--- config.mk ---
export PLATFORM = sky130hd
export DESIGN_NAME = cpsw_serial_port
export DESIGN_NICKNAME = d
export VERILOG_FILES = /design/src/include/cpsw_pkg.sv /design/src/design/cpsw_clk_gen.sv /design/src/design/cpsw_serial_port.sv
export VERILOG_INCLUDE_DIRS = /design/src /design/src/include
export SDC_FILE = /design/constraint.sdc
export NUM_CORES = 1
export LEC_CHECK = 0
export BUFFER_PORTS_ARGS = -buffer_cell sky130_fd_sc_hd__clkbuf_2
export CELL_PAD_IN_SITES_DETAIL_PLACEMENT = 1
export CELL_PAD_IN_SITES_GLOBAL_PLACEMENT = 1
export CORE_MARGIN = 2
export CORE_UTILIZATION = 44
export DETAILED_ROUTE_END_ITERATION = 8
export PLACE_DENSITY = 0.8
export SYNTH_ARGS = -nofsm -noshare
export SYNTH_HDL_FRONTEND = slang
export SYNTH_SLANG_ARGS = --single-unit
export TNS_END_PERCENT = 5
--- constraint.sdc ---
create_clock -name REF_CLK -period 2.8 [get_ports REF_CLK]
set_clock_uncertainty 0.05 [all_clocks]
set_input_delay 0.14 -clock REF_CLK [delete_from_list [all_inputs] [get_ports REF_CLK]]
set_output_delay 0.14 -clock REF_CLK [all_outputs]
set_load 0.005 [all_outputs]
--- src/include/cpsw_regs.svh ---
`ifndef CPSW_REGS_SVH
`define CPSW_REGS_SVH
// Serial clock divide ratio from the bus clock
`define CPSW_CLK_DIV      36
// Most switch clock frequency in kHz
`define CPSW_MAX_CLK_KHZ  2000
// Control word width
`define CPSW_WORD_BITS    11
// Bit count field width
`define CPSW_CNT_W        4
// Divider counter width
`define CPSW_DIV_W        6
`endif

--- src/include/cpsw_pkg.sv ---
package cpsw_pkg;
  typedef enum logic [3:0] {
    CPSW_IDLE  = 4'h1,
    CPSW_SHIFT = 4'h2,
    CPSW_LATCH = 4'h4,
    CPSW_DONE  = 4'h8
  } cpsw_state_e;
endpackage

--- src/design/cpsw_clk_gen.sv ---
`include "cpsw_regs.svh"
module cpsw_clk_gen #(
  parameter int DIV = `CPSW_CLK_DIV
) (
  input  wire logic clk,
  input  wire logic rst,
  output logic      sclk,
  output logic      rise,
  output logic      fall
);
  logic [`CPSW_DIV_W-1:0] cnt;
  logic [`CPSW_DIV_W-1:0] half;

  assign half = `CPSW_DIV_W'(DIV / 2);

  // Divide by DIV, 50 percent duty
  always_ff @(posedge clk) begin
    if (rst) begin
      cnt <= '0;
    end else if (cnt == `CPSW_DIV_W'(DIV - 1)) begin
      cnt <= '0;
    end else begin
      cnt <= cnt + `CPSW_DIV_W'(1);
    end
  end

  always_ff @(posedge clk) begin
    if (rst) begin
      sclk <= 1'b0;
    end else begin
      sclk <= (cnt >= half);
    end
  end

  assign rise = (cnt == half);
  assign fall = (cnt == '0);
endmodule

--- src/design/cpsw_serial_port.sv ---
`include "cpsw_regs.svh"
// Notes on behaviour
// RL1 - Data valid at serial clock rising edge
// RL2 - Clock pin input; config bit drives it
// RL3 - Serial clock at most 2 MHz
// RL4 - Own serial clock is bus clock over 36
// RL5 - Control word shifted out bit by bit
// RL6 - Latch strobe marks word valid
// RL7 - Latch pulldown strap selects EEPROM pins
// RL8 - Global reset: outputs off, registers cleared
// RL9 - System uses global reset only at boot
// RL10 - Bus reset: outputs off, registers reset
// RL11 - Suspend keeps registers, outputs still off
// RL12 - Everything timed by bus clock rising edge
// RL13 - Whole word before latch, data stable
module cpsw_serial_port #(
  parameter int WORD_BITS = `CPSW_WORD_BITS,
  parameter int DIV       = `CPSW_CLK_DIV
) (
  // Clock and resets
  input  wire logic                 REF_CLK,
  input  wire logic                 RST,
  input  wire logic                 GLOBAL_RESET_IN,
  input  wire logic                 PCI_RESET_IN,
  input  wire logic                 SUSPEND_IN,

  // Configuration and request
  input  wire logic                 SWITCH_CLOCK_OUTPUT_SELECT,
  input  wire logic [WORD_BITS-1:0] WORD_IN,
  input  wire logic                 WORD_VALID,
  output logic                      WORD_READY,

  // Switch clock pin
  input  wire logic                 SCLK_I,
  output logic                      SCLK_O,
  output logic                      SCLK_OE,

  // Data and latch pins
  output logic                      SDATA_O,
  output logic                      SDATA_OE,
  input  wire logic                 LATCH_I,
  output logic                      LATCH_O,
  output logic                      LATCH_OE,

  // Multifunction pin roles
  output logic                      EEPROM_MODE
);
  logic                   reg_rst;
  logic                   outs_off;
  logic                   sys_rst;

  logic                   int_sclk;
  logic                   int_rise;
  logic                   int_fall;

  logic                   ext_d;
  logic                   ext_rise;
  logic                   ext_fall;

  logic                   sel_rise;
  logic                   sel_fall;

  logic                   strap_taken;
  logic                   strap;

  logic [WORD_BITS-1:0]   shreg;
  logic [`CPSW_CNT_W-1:0] bits_left;
  logic                   latch;

  logic                   take;
  logic                   count_rise;
  logic                   last_rise;
  logic                   shift_fall;
  logic                   latch_end;

  cpsw_pkg::cpsw_state_e  state;
  cpsw_pkg::cpsw_state_e  next_state;

  // Either system reset, whatever the suspend state
  assign sys_rst  = GLOBAL_RESET_IN | PCI_RESET_IN;
  // Suspend shields the registers from both resets
  assign reg_rst  = RST | (~SUSPEND_IN & sys_rst); // RL8 RL10 RL11
  // Pins float under any reset, suspended or not
  assign outs_off = RST | sys_rst; // RL8 RL10 RL11

  // 10 MHz / 36 is well under the switch limit
  cpsw_clk_gen #(.DIV(DIV)) u_clk_gen ( // RL3 RL4 RL12
    .clk  (REF_CLK),
    .rst  (reg_rst),
    .sclk (int_sclk),
    .rise (int_rise),
    .fall (int_fall)
  );

  // External clock taken as synchronous; edges from one delayed copy
  always_ff @(posedge REF_CLK) begin
    if (reg_rst) begin
      ext_d <= 1'b0;
    end else begin
      ext_d <= SCLK_I;
    end
  end
  assign ext_rise = SCLK_I & ~ext_d;
  assign ext_fall = ~SCLK_I & ext_d;

  // Edges of whichever clock the pin carries
  always_comb begin
    if (SWITCH_CLOCK_OUTPUT_SELECT) begin // RL2
      sel_rise = int_rise;
      sel_fall = int_fall;
    end else begin
      sel_rise = ext_rise;
      sel_fall = ext_fall;
    end
  end

  // Strap sensed on the first clock after reset, while the latch pin still floats
  always_ff @(posedge REF_CLK) begin
    if (reg_rst) begin
      strap_taken <= 1'b0;
    end else begin
      strap_taken <= 1'b1;
    end
  end

  always_ff @(posedge REF_CLK) begin
    if (reg_rst) begin
      strap <= 1'b0;
    end else if (!strap_taken) begin
      strap <= ~LATCH_I; // RL7
    end
  end

  // Frame events, decoded once for the state, counter and shifter
  assign take       = (state == cpsw_pkg::CPSW_IDLE) && WORD_VALID && strap_taken;
  assign count_rise = (state == cpsw_pkg::CPSW_SHIFT) && sel_rise && (bits_left != '0);
  assign last_rise  = (state == cpsw_pkg::CPSW_SHIFT) && sel_rise && (bits_left == '0);
  // No shift before the first rise, so the top bit is seen once
  assign shift_fall = (state == cpsw_pkg::CPSW_SHIFT) && sel_fall &&
                      (bits_left != `CPSW_CNT_W'(WORD_BITS - 1));
  assign latch_end  = (state == cpsw_pkg::CPSW_LATCH) && sel_fall;

  // A spare fall in the last state keeps the strobe apart from the next word
  always_comb begin
    next_state = state;
    unique case (state)
      cpsw_pkg::CPSW_IDLE: begin
        if (take) begin
          next_state = cpsw_pkg::CPSW_SHIFT;
        end
      end
      cpsw_pkg::CPSW_SHIFT: begin
        if (last_rise) begin
          next_state = cpsw_pkg::CPSW_LATCH;
        end
      end
      cpsw_pkg::CPSW_LATCH: begin
        if (latch_end) begin
          next_state = cpsw_pkg::CPSW_DONE;
        end
      end
      cpsw_pkg::CPSW_DONE: begin
        if (sel_fall) begin
          next_state = cpsw_pkg::CPSW_IDLE;
        end
      end
      default: begin
        next_state = cpsw_pkg::CPSW_IDLE;
      end
    endcase
  end

  always_ff @(posedge REF_CLK) begin
    if (reg_rst) begin
      state <= cpsw_pkg::CPSW_IDLE;
    end else begin
      state <= next_state;
    end
  end

  // Rises still to come after the next one; zero marks the last bit
  always_ff @(posedge REF_CLK) begin
    if (reg_rst) begin
      bits_left <= '0;
    end else if (take) begin
      bits_left <= `CPSW_CNT_W'(WORD_BITS - 1);
    end else if (count_rise) begin
      bits_left <= bits_left - `CPSW_CNT_W'(1); // RL5
    end
  end

  // Once loaded, data changes only on falling edges, so it is settled at each rise
  always_ff @(posedge REF_CLK) begin
    if (reg_rst) begin
      shreg <= '0;
    end else if (take) begin
      shreg <= WORD_IN;
    end else if (shift_fall) begin
      shreg <= {shreg[WORD_BITS-2:0], 1'b0}; // RL1 RL5 RL13
    end
  end

  // Strobe rises one clock after the last rise, so the switch holds the bit already
  always_ff @(posedge REF_CLK) begin
    if (reg_rst) begin
      latch <= 1'b0;
    end else if (state == cpsw_pkg::CPSW_LATCH && !latch_end) begin
      latch <= 1'b1; // RL6 RL13
    end else begin
      latch <= 1'b0;
    end
  end

  assign WORD_READY  = (state == cpsw_pkg::CPSW_IDLE) && strap_taken;
  assign EEPROM_MODE = strap;
  // Pin enables drop under any reset
  assign SCLK_O      = int_sclk;
  assign SCLK_OE     = SWITCH_CLOCK_OUTPUT_SELECT & ~outs_off; // RL2
  assign SDATA_O     = shreg[WORD_BITS-1];
  assign SDATA_OE    = ~outs_off;
  // Latch pin floats until the strap has been sensed, else it reads itself
  assign LATCH_O     = latch;
  assign LATCH_OE    = ~outs_off & strap_taken; // RL7
endmodule

==> results of run 1 <==
==> power breakdown <==
group / total, mW / switching [mW] / leakage (nW) / internal, mW
registers: 0.445 / 0.00865 / 0.243 / 0.437
logic: 0.103 / 0.0568 / 0.413 / 0.0465
clock network: 0.278 / 0.156 / 0.0353 / 0.122
total: 0.826 / 0.222 / 0.691 / 0.605
==> stage by stage <==
stage          cell area [µm²]  util (%)  setup WS, ns  total power [mW]
2_1_floorplan             1540         -          1.22             0.509
3_3_place_gp              1710      51.3         0.916             0.539
3_5_place_dp              1710      51.3         0.775             0.544
4_1_cts                   1890      56.7         0.739             0.833
5_1_grt                   1890      56.7         0.563             0.866
6_report                  1890      56.7         0.745             0.826
==> cell type report <==
| class | count | area (µm²) | share of cell area, % |
|---|---|---|---|
| multi-input combinational | 128 | 876 | 46.3 |
| sequential | 30 | 601 | 31.8 |
| timing repair buffer | 42 | 278 | 14.7 |
| tap | 46 | 57.6 | 3.04 |
| clock buffer | 7 | 55.1 | 2.91 |
| inverter | 5 | 18.8 | 0.993 |
| clock inverter | 1 | 5.00 | 0.265 |
==> cells in the final DEF, fill, tap and decap left out, types with 3 or more instances in the layout <==
cell type and count:
inv_1 4, o2111ai_1 10, nand2_1 15, clkbuf_2 27, or3_1 3, nor3b_1 3
nor3_1 3, buf_4 3, xnor2_1 3, nor2_1 15, nand3_1 16, clkbuf_4 5
dfxtp_1 30, o211ai_1 11, a21oi_1 4, and2_1 4, dlygate4sd3_1 12, ha_1 5
==> logic make-up (layout without fill, tap and decap cells) <==
logic type | Yosys count | count (layout)
XOR/XNOR | 5 | 5
flip-flops | 30 | 30
adder cells (fa/ha/maj) | 5 | 5
buffers and inverters | 15 | 55
multiplexers | 1 | 1
AO/OA/AOI/OAI | 40 | 40
AND/OR/NAND/NOR | 77 | 77
==> repair_timing <==
action / 4_1_cts / 5_1_grt
setup endpoints to repair: 0 / 0
hold buffers: 12 / 0
endpoints found under the hold margin: 12 / 0
==> worst max-delay path, stage by stage, from the launching register on <==
cell      delay [ns]
dfxtp_1         0.40
nor4b_4         0.39
nand2_1         0.34
or2_0           0.52
o211ai_1        0.27
==> path summary, 6_finish.rpt <==
check,start,endpoint,slack [ns],cells past startpoint
setup / recovery,state[3],shreg[1],0.74,4
hold / removal,LATCH_I,EEPROM_MODE,0.09,4
setup reg to reg,state[3],shreg[1],0.74,4
hold reg to reg,u_clk_gen.cnt[0],u_clk_gen.cnt[0],0.42,1
==> routing by layer <==
metal,vias to the layer above,routed length [µm],track usage (%),part of all wire (%)
li1,721,-,-,-
met1,732,1780,27.5,43
met2,21,2160,41.6,52
met3,5,120,4.82,2.9
met4,0,66,9.17,1.6
met5,-,0,0,0
==> registers in the layout, summed over array words and instances, names as in the netlist <==
register,flops
LATCH_O,1
state,4
strap_taken,1
u_clk_gen.cnt,6
ext_d,1
u_clk_gen.sclk,1
bits_left,4
EEPROM_MODE,1
shreg,11
==> summary.md, run 1 <==
| Metric | Value |
|---|---|
| Synth top area cells | `dfxtp_1 (39%), o2111ai_1 (5.7%), o211ai_1 (5.4%), nand3_1 (5.2%), ha_1 (4.1%)` |
| Buffer type at the clock tree root | `clkbuf_4` |
| Pin count of the biggest net entering global routing | `29` |
| Most used DFF post-synth | `dfxtp_1` |
| Crit. End Element | `flip-flop` |
| DP HPWL | `2.78 mm` |
| Core Box Area | `between 3000 and 4000 µm²` |
| Crit path max fanout | `12` |
| Synthesis-to-finish area growth | `22.8%` |
| Leakage power total | `0.691 nW` |
| Fin. Hold Viols | `0` |
| Synthesis warning total | `0` |
| Clock latency on the worst-skew pair | `0.34 ns` |
| Setup_tns | `0 ns` |
| FF+latch count, synth | `30` |
| Total global-route track usage | `23.5%` |
| Top cells by count, synth | `dfxtp_1 (30), nand3_1 (16), nand2_1 (15), nor2_1 (15), o211ai_1 (11)` |
| Number of buffers added on ports | `27` |
| Rel. slew slack | `42.1%` |
| Post-Syn Area | `1540 µm²` |
| DR vias | `1,479` |
| Peak Freq | `~490 MHz` |
| Antenna Violating Nets Remaining | `0` |
| Most frequent cell after synthesis | `dfxtp_1` |
| XOR/XNOR share of the synthesized area | `between 2 and 3%` |
| Number of global-route vias before repair | `1,587` |
| Worst hold slack | `0.0924 ns` |
| Vias per inst | `5.71` |
| Status | `finished clean` |
| Required @ worst endpoint | `3.02 ns` |
| Num CTS Buffers | `5` |
| DP Cell Count | `239` |
| WL/cell | `15.9 µm` |
| CP startpoint kind | `flip-flop` |
| CTS sink cnt | `30` |
| # rows | `21` |
| Antenna diodes | `0` |
| PostCTS Resize Cnt | `0` |
| RSZ-0062 raised after global routing | `no` |
| Number of synthesized flops with an enable pin | `0` |
| Layout cells sized above 1 | `22.5%` |
| Main combinational cell family by area after synthesis | `simple AND/OR/NAND/NOR gates` |
| Fillers | `about 430` |
| Count of non-filler cells in the finished layout | `about 260` |
| Routed wire length | `between 4 and 5 mm` |
| Post-Synthesis Cells | `~170` |
| Compound-Gate Fraction of Synth Area | `21.5%` |
| Post-synthesis adder-cell area fraction | `4.07%` |
| Avg Cell Area, Syn | `8.90 µm²` |
| H-tree lvl count | `2` |
| Iteration count of the initial detailed-routing pass | `4` |
| Area share of the largest cell type after synthesis | `39.0%` |
| Fraction of registers with async set/reset | `0%` |
| Count of final setup violators | `0` |
| Chip height | `roughly 63 µm` |
| Yosys top cell by area | `dfxtp_1` |
| I/O Pins | `28` |
| Clk buf depth | `2` |
| PwrDens | `437 nW/µm²` |
| Register area share after synthesis | `approximately 40%` |
| Worst hold path class | `input pin to flip-flop` |
| First-pass GRT wire length | `~7.4 mm` |
| GP Congestion | `0.759` |
| Min Tclk post-route | `2.06 ns` |
| Post-CTS setup buffer count | `0` |
| Initial core utilization | `46.1%` |
| Max-Cap Viols | `0` |
| Total gr overflow | `0` |
| CTS clk-pin slew, worst paths | `0.10 ns` |
| Die Area | `3990 µm²` |
| Peak VDD IR | `approximately 0.26 mV` |
| DRC viols | `0` |
| Total count of max-transition violations in the final report | `0` |
| Final worst path period share | `about three quarters` |
| Number of antenna violations at the first check in global routing | `0` |
| Post-synthesis cell type count | `48` |
| Die width | `63.1 µm` |
| DR iter-0 viols | `85` |
| WP data arrival | `2.27 ns` |
| Worst-margin pin slew | `0.868 ns` |
| Worst setup path class | `flip-flop to flip-flop` |
| Fin nets | `~240` |
| Post-synthesis mux area share | `0.650%` |
| Syn nets | `198` |
| Post-Synth Simple-Gate Area | `27.9%` |
| CTS tree | `built` |
No activity file was read; power rests on OpenSTA's default activity.
==> run 2: changes to the inputs <==
--- a/config.mk
+++ b/config.mk
@@ -6,13 +6,14 @@
 export SDC_FILE = /design/constraint.sdc
 export NUM_CORES = 1
 export LEC_CHECK = 0
+export ABC_AREA = 1
 export BUFFER_PORTS_ARGS = -buffer_cell sky130_fd_sc_hd__clkbuf_2
 export CELL_PAD_IN_SITES_DETAIL_PLACEMENT = 1
 export CELL_PAD_IN_SITES_GLOBAL_PLACEMENT = 1
 export CORE_MARGIN = 2
-export CORE_UTILIZATION = 44
+export CORE_UTILIZATION = 38
 export DETAILED_ROUTE_END_ITERATION = 8
-export PLACE_DENSITY = 0.8
+export PLACE_DENSITY = 0.74
 export SYNTH_ARGS = -nofsm -noshare
 export SYNTH_HDL_FRONTEND = slang
 export SYNTH_SLANG_ARGS = --single-unit
==> constraint.sdc (replaced) <==
create_clock -name REF_CLK -period 2.2 [get_ports REF_CLK]
set_clock_uncertainty 0.05 [all_clocks]
set_input_delay 0.11 -clock REF_CLK [delete_from_list [all_inputs] [get_ports REF_CLK]]
set_output_delay 0.11 -clock REF_CLK [all_outputs]
set_load 0.005 [all_outputs]
==> run 2 against run 1 <==
Clock-buffer cell count decreased by 1. Sequential power increased by 30%. Critical path depth increased by 7. Non-clock buffer count decreased by 12. Die area increased by 16%. Critical endpoint is now shreg[2].
==> summary.md, run 2 <==
| Metric | Value |
|---|---|
| Status | `finished clean (unchanged)` |
| Num CTS Buffers | `5 (unchanged)` |
| Setup WS post-layout | `0.607 ns (was 0.745 ns)` |
| Critical Path Slowest Stage Cell | `dfxtp_1 (was or2_0)` |
| Most frequent cell after synthesis | `nand2_1 (was dfxtp_1)` |
| Post-synthesis cell type count | `23 (was 48)` |
| Clk buf depth | `2 (unchanged)` |
| Final worst path period share | `72.4% (was 73.4%)` |
| Total count of max-transition violations in the final report | `0 (unchanged)` |
| Top cells by count, synth | `nand2_1 (57), nor2_1 (46), dfxtp_1 (30) (was dfxtp_1 (30), nand3_1 (16), nand2_1 (15), nor2_1 (15), o211ai_1 (11))` |
| Peak Freq | `628 MHz (was 487 MHz)` |
| Largest registers | `shreg: 11 flops, u_clk_gen.cnt: 6 flops (unchanged)` |
| Buffer type at the clock tree root | `clkbuf_8 (was clkbuf_4)` |
| Place WS | `0.592 ns (was 0.775 ns)` |
| Total global-route track usage | `18.1% (was 23.5%)` |
| Fillers | `549 (was 428)` |
| Number of synthesized flops with an enable pin | `0 (unchanged)` |
| WP buf/inv | `2 (was 0)` |
| Synth top area cells | `dfxtp_1 (39%), nand2_1 (14%), nor2_1 (11%), nand3_1 (9.3%), inv_1 (7.0%) (was dfxtp_1 (39%), o2111ai_1 (5.7%), o211ai_1 (5.4%), nand3_1 (5.2%), ha_1 (4.1%))` |
| PostCTS Resize Cnt | `0 (unchanged)` |
| Rel. slew slack | `79.1% (was 42.1%)` |
| Reg with most FFs | `shreg (unchanged)` |
| Iteration count of the initial detailed-routing pass | `4 (unchanged)` |
| Post-synthesis mux area share | `0% (was 0.650%)` |
| DR iter-0 viols | `48 (was 85)` |
| Count of final setup violators | `0 (unchanged)` |
| DRC viols | `0 (unchanged)` |
| Most frequent cells in the layout | `nand2_1 (57), nor2_1 (46), dfxtp_1 (30), inv_1 (29), nand3_1 (29) (was dfxtp_1 (30), clkbuf_2 (27), nand3_1 (16), nor2_1 (15), nand2_1 (15))` |
| Fraction of registers with async set/reset | `0% (unchanged)` |
| Fin. Hold Viols | `0 (unchanged)` |
| Area share of the largest cell type after synthesis | `38.5% (was 39.0%)` |
| WP data arrival | `1.72 ns (was 2.27 ns)` |
| Post-Synthesis Cells | `232 (was 173)` |
| Pin count of the biggest net entering global routing | `22 (was 29)` |
| Post-Syn Area | `1560 µm² (was 1540 µm²)` |
| Register area share after synthesis | `38.5% (was 39.0%)` |
| Antenna diodes | `0 (unchanged)` |
| GP Congestion | `0.731 (was 0.759)` |
| CTS sink cnt | `30 (unchanged)` |
| FF+latch count, synth | `30 (unchanged)` |
| Layout cells sized above 1 | `17.9% (was 22.5%)` |
| XOR/XNOR share of the synthesized area | `1.12% (was 2.85%)` |
| Synthesis warning total | `0 (unchanged)` |
| Max-Cap Viols | `0 (unchanged)` |
| Synthesis-to-finish area growth | `16.5% (was 22.8%)` |
| Chip height | `68.1 µm (was 63.1 µm)` |
| CP top delay family | `simple AND/OR/NAND/NOR gates (unchanged)` |
| Worst-margin pin slew | `0.311 ns (was 0.868 ns)` |
| CTS tree | `built (unchanged)` |
| Post-Synth Simple-Gate Area | `39.7% (was 27.9%)` |
| Number of buffers added on ports | `27 (unchanged)` |
| Routed wire length | `3.51 mm (was 4.13 mm)` |
| DR vias | `1,464 (was 1,479)` |
| PwrDens | `652 nW/µm² (was 437 nW/µm²)` |
| Clock latency on the worst-skew pair | `0.28 ns (was 0.34 ns)` |
| Avg Cell Area, Syn | `6.72 µm² (was 8.90 µm²)` |
| Die width | `68.1 µm (was 63.1 µm)` |
| Yosys top cell by area | `dfxtp_1 (unchanged)` |
| I/O Pins | `28 (unchanged)` |
| Commonest non-fill, non-tap cell in the layout | `nand2_1 (was dfxtp_1)` |
| Required @ worst endpoint | `2.32 ns (was 3.02 ns)` |
| CP startpoint kind | `flip-flop (unchanged)` |
| Vias per inst | `4.68 (was 5.71)` |
| Worst setup path class | `flip-flop to flip-flop (unchanged)` |
| Critical Path Max Stage Delay | `0.34 ns (was 0.52 ns)` |
| RSZ-0062 raised after global routing | `no (unchanged)` |
| Die Area | `4630 µm² (was 3990 µm²)` |
| Worst hold path class | `input pin to flip-flop (unchanged)` |
| Setup_tns | `0 ns (unchanged)` |
| Min Tclk post-route | `1.59 ns (was 2.06 ns)` |
| DP HPWL | `2.73 mm (was 2.78 mm)` |
| Post-synthesis adder-cell area fraction | `4.01% (was 4.07%)` |
| H-tree lvl count | `2 (unchanged)` |
| Number of antenna violations at the first check in global routing | `0 (unchanged)` |
| Crit-path cells | `inv_1 > ha_1 > nand2_1 > inv_1 > nand3_1 > nand2_1 > nand3_1 > nand2_4 > nand3_1 > nand2_1 > nor2_1 (was nor4b_4 > nand2_1 > or2_0 > o211ai_1)` |
| Hold_buf cts | `0 (was 12)` |
| Count of non-filler cells in the finished layout | `313 (was 259)` |
| DP Cell Count | `307 (was 239)` |
| Most used DFF post-synth | `dfxtp_1 (unchanged)` |
| Crit path max fanout | `21 (was 12)` |
| Leakage power total | `0.854 nW (was 0.691 nW)` |
| Fin nets | `289 (was 237)` |
| Core Box Area | `3970 µm² (was 3340 µm²)` |
| WL/cell | `11.2 µm (was 15.9 µm)` |
| Total gr overflow | `0 (unchanged)` |
| Compound-Gate Fraction of Synth Area | `6.18% (was 21.5%)` |
| Placed inst area | `1730 µm² (was 1710 µm²)` |
| First-pass GRT wire length | `6.30 mm (was 7.42 mm)` |
| Crit. End Element | `flip-flop (unchanged)` |
| Main combinational cell family by area after synthesis | `simple AND/OR/NAND/NOR gates (unchanged)` |
| Final instance area | `1820 µm² (was 1890 µm²)` |
| Syn nets | `257 (was 198)` |
| Max reg flops | `11 (unchanged)` |
| Post-CTS setup buffer count | `0 (unchanged)` |
| CTS clk-pin slew, worst paths | `0.06 ns (was 0.10 ns)` |
| Peak VDD IR | `0.415 mV (was 0.263 mV)` |
| Antenna Violating Nets Remaining | `0 (unchanged)` |
| # rows | `23 (was 21)` |
| Initial core utilization | `39.3% (was 46.1%)` |
| Number of global-route vias before repair | `1,436 (was 1,587)` |
[run 2: changes by cell type in the layout (fill, tap and decap cells not counted), moves of 4 or more]
cell / delta
a21oi_1: +7
and2_1: -4
clkbuf_4: -5
clkbuf_8: +5
dlygate4sd3_1: -12
inv_1: +25
nand2_1: +42
nand3_1: +13
nor2_1: +31
o2111ai_1: -10
o211ai_1: -11
[run 2: logic make-up after synthesis]
logic type	after synthesis
DFF	30
adders and majority gates	5
buffers and inverters	36
xor gates and xnor gates	2
AOI/OAI and AO/OA	17
and+or+nand+nor	142
[run 2: power by group]
| group | switching [mW] | total (mW) | internal [mW] |
|---|---|---|---|
| registers | 0.0149 | 0.579 | 0.564 |
| logic | 0.101 | 0.164 | 0.0638 |
| clock network | 0.199 | 0.440 | 0.241 |
| total | 0.314 | 1.18 | 0.869 |
[run 2: worst register-to-register path, delay by kind of cell (launching register included)]
| kind | cells | cell delay [ns] |
|---|---|---|
| simple gates | 8 | 0.82 |
| fa+ha+maj | 1 | 0.14 |
| flops | 1 | 0.34 |
| buf+inv | 2 | 0.14 |
[run 2: stage by stage]
step	total power, mW	utilization (%)	hold WS (ns)
2_1_floorplan	0.710	-	0.195
3_3_place_gp	0.754	43.6	0.313
3_5_place_dp	0.758	43.6	0.312
4_1_cts	1.20	45.7	0.0146
5_1_grt	1.25	45.7	0.0344
6_report	1.18	45.7	0.0207
[run 2: layout make-up]
type / instances / area [µm²] / area share [%]
sequential: 30 / 601 / 33.1
multi-input combinational: 166 / 796 / 43.8
timing repair buffer: 30 / 158 / 8.68
clock buffer: 6 / 82.6 / 4.55
inverter: 31 / 116 / 6.41
tap: 50 / 62.6 / 3.45
[run 2: worst paths after layout]
check	startpoint	end	slack [ns]	depth (start not counted)
worst max register to register	u_clk_gen.cnt[1]	shreg[2]	0.61	11
worst min register to register	bits_left[0]	bits_left[0]	0.42	2
worst max-delay path	u_clk_gen.cnt[1]	shreg[2]	0.61	11
worst min-delay path	SCLK_I	ext_d	0.02	3
[run 2: layer usage]
layer | wire length, µm | vias up | GRT usage (%) | part of all wire, %
met5 | 0 | - | 0 | 0
met4 | 45 | 0 | 6.00 | 1.3
met3 | 107 | 4 | 5.10 | 3.0
met2 | 1670 | 14 | 30.1 | 47
met1 | 1700 | 665 | 22.6 | 48
li1 | - | 781 | - | -
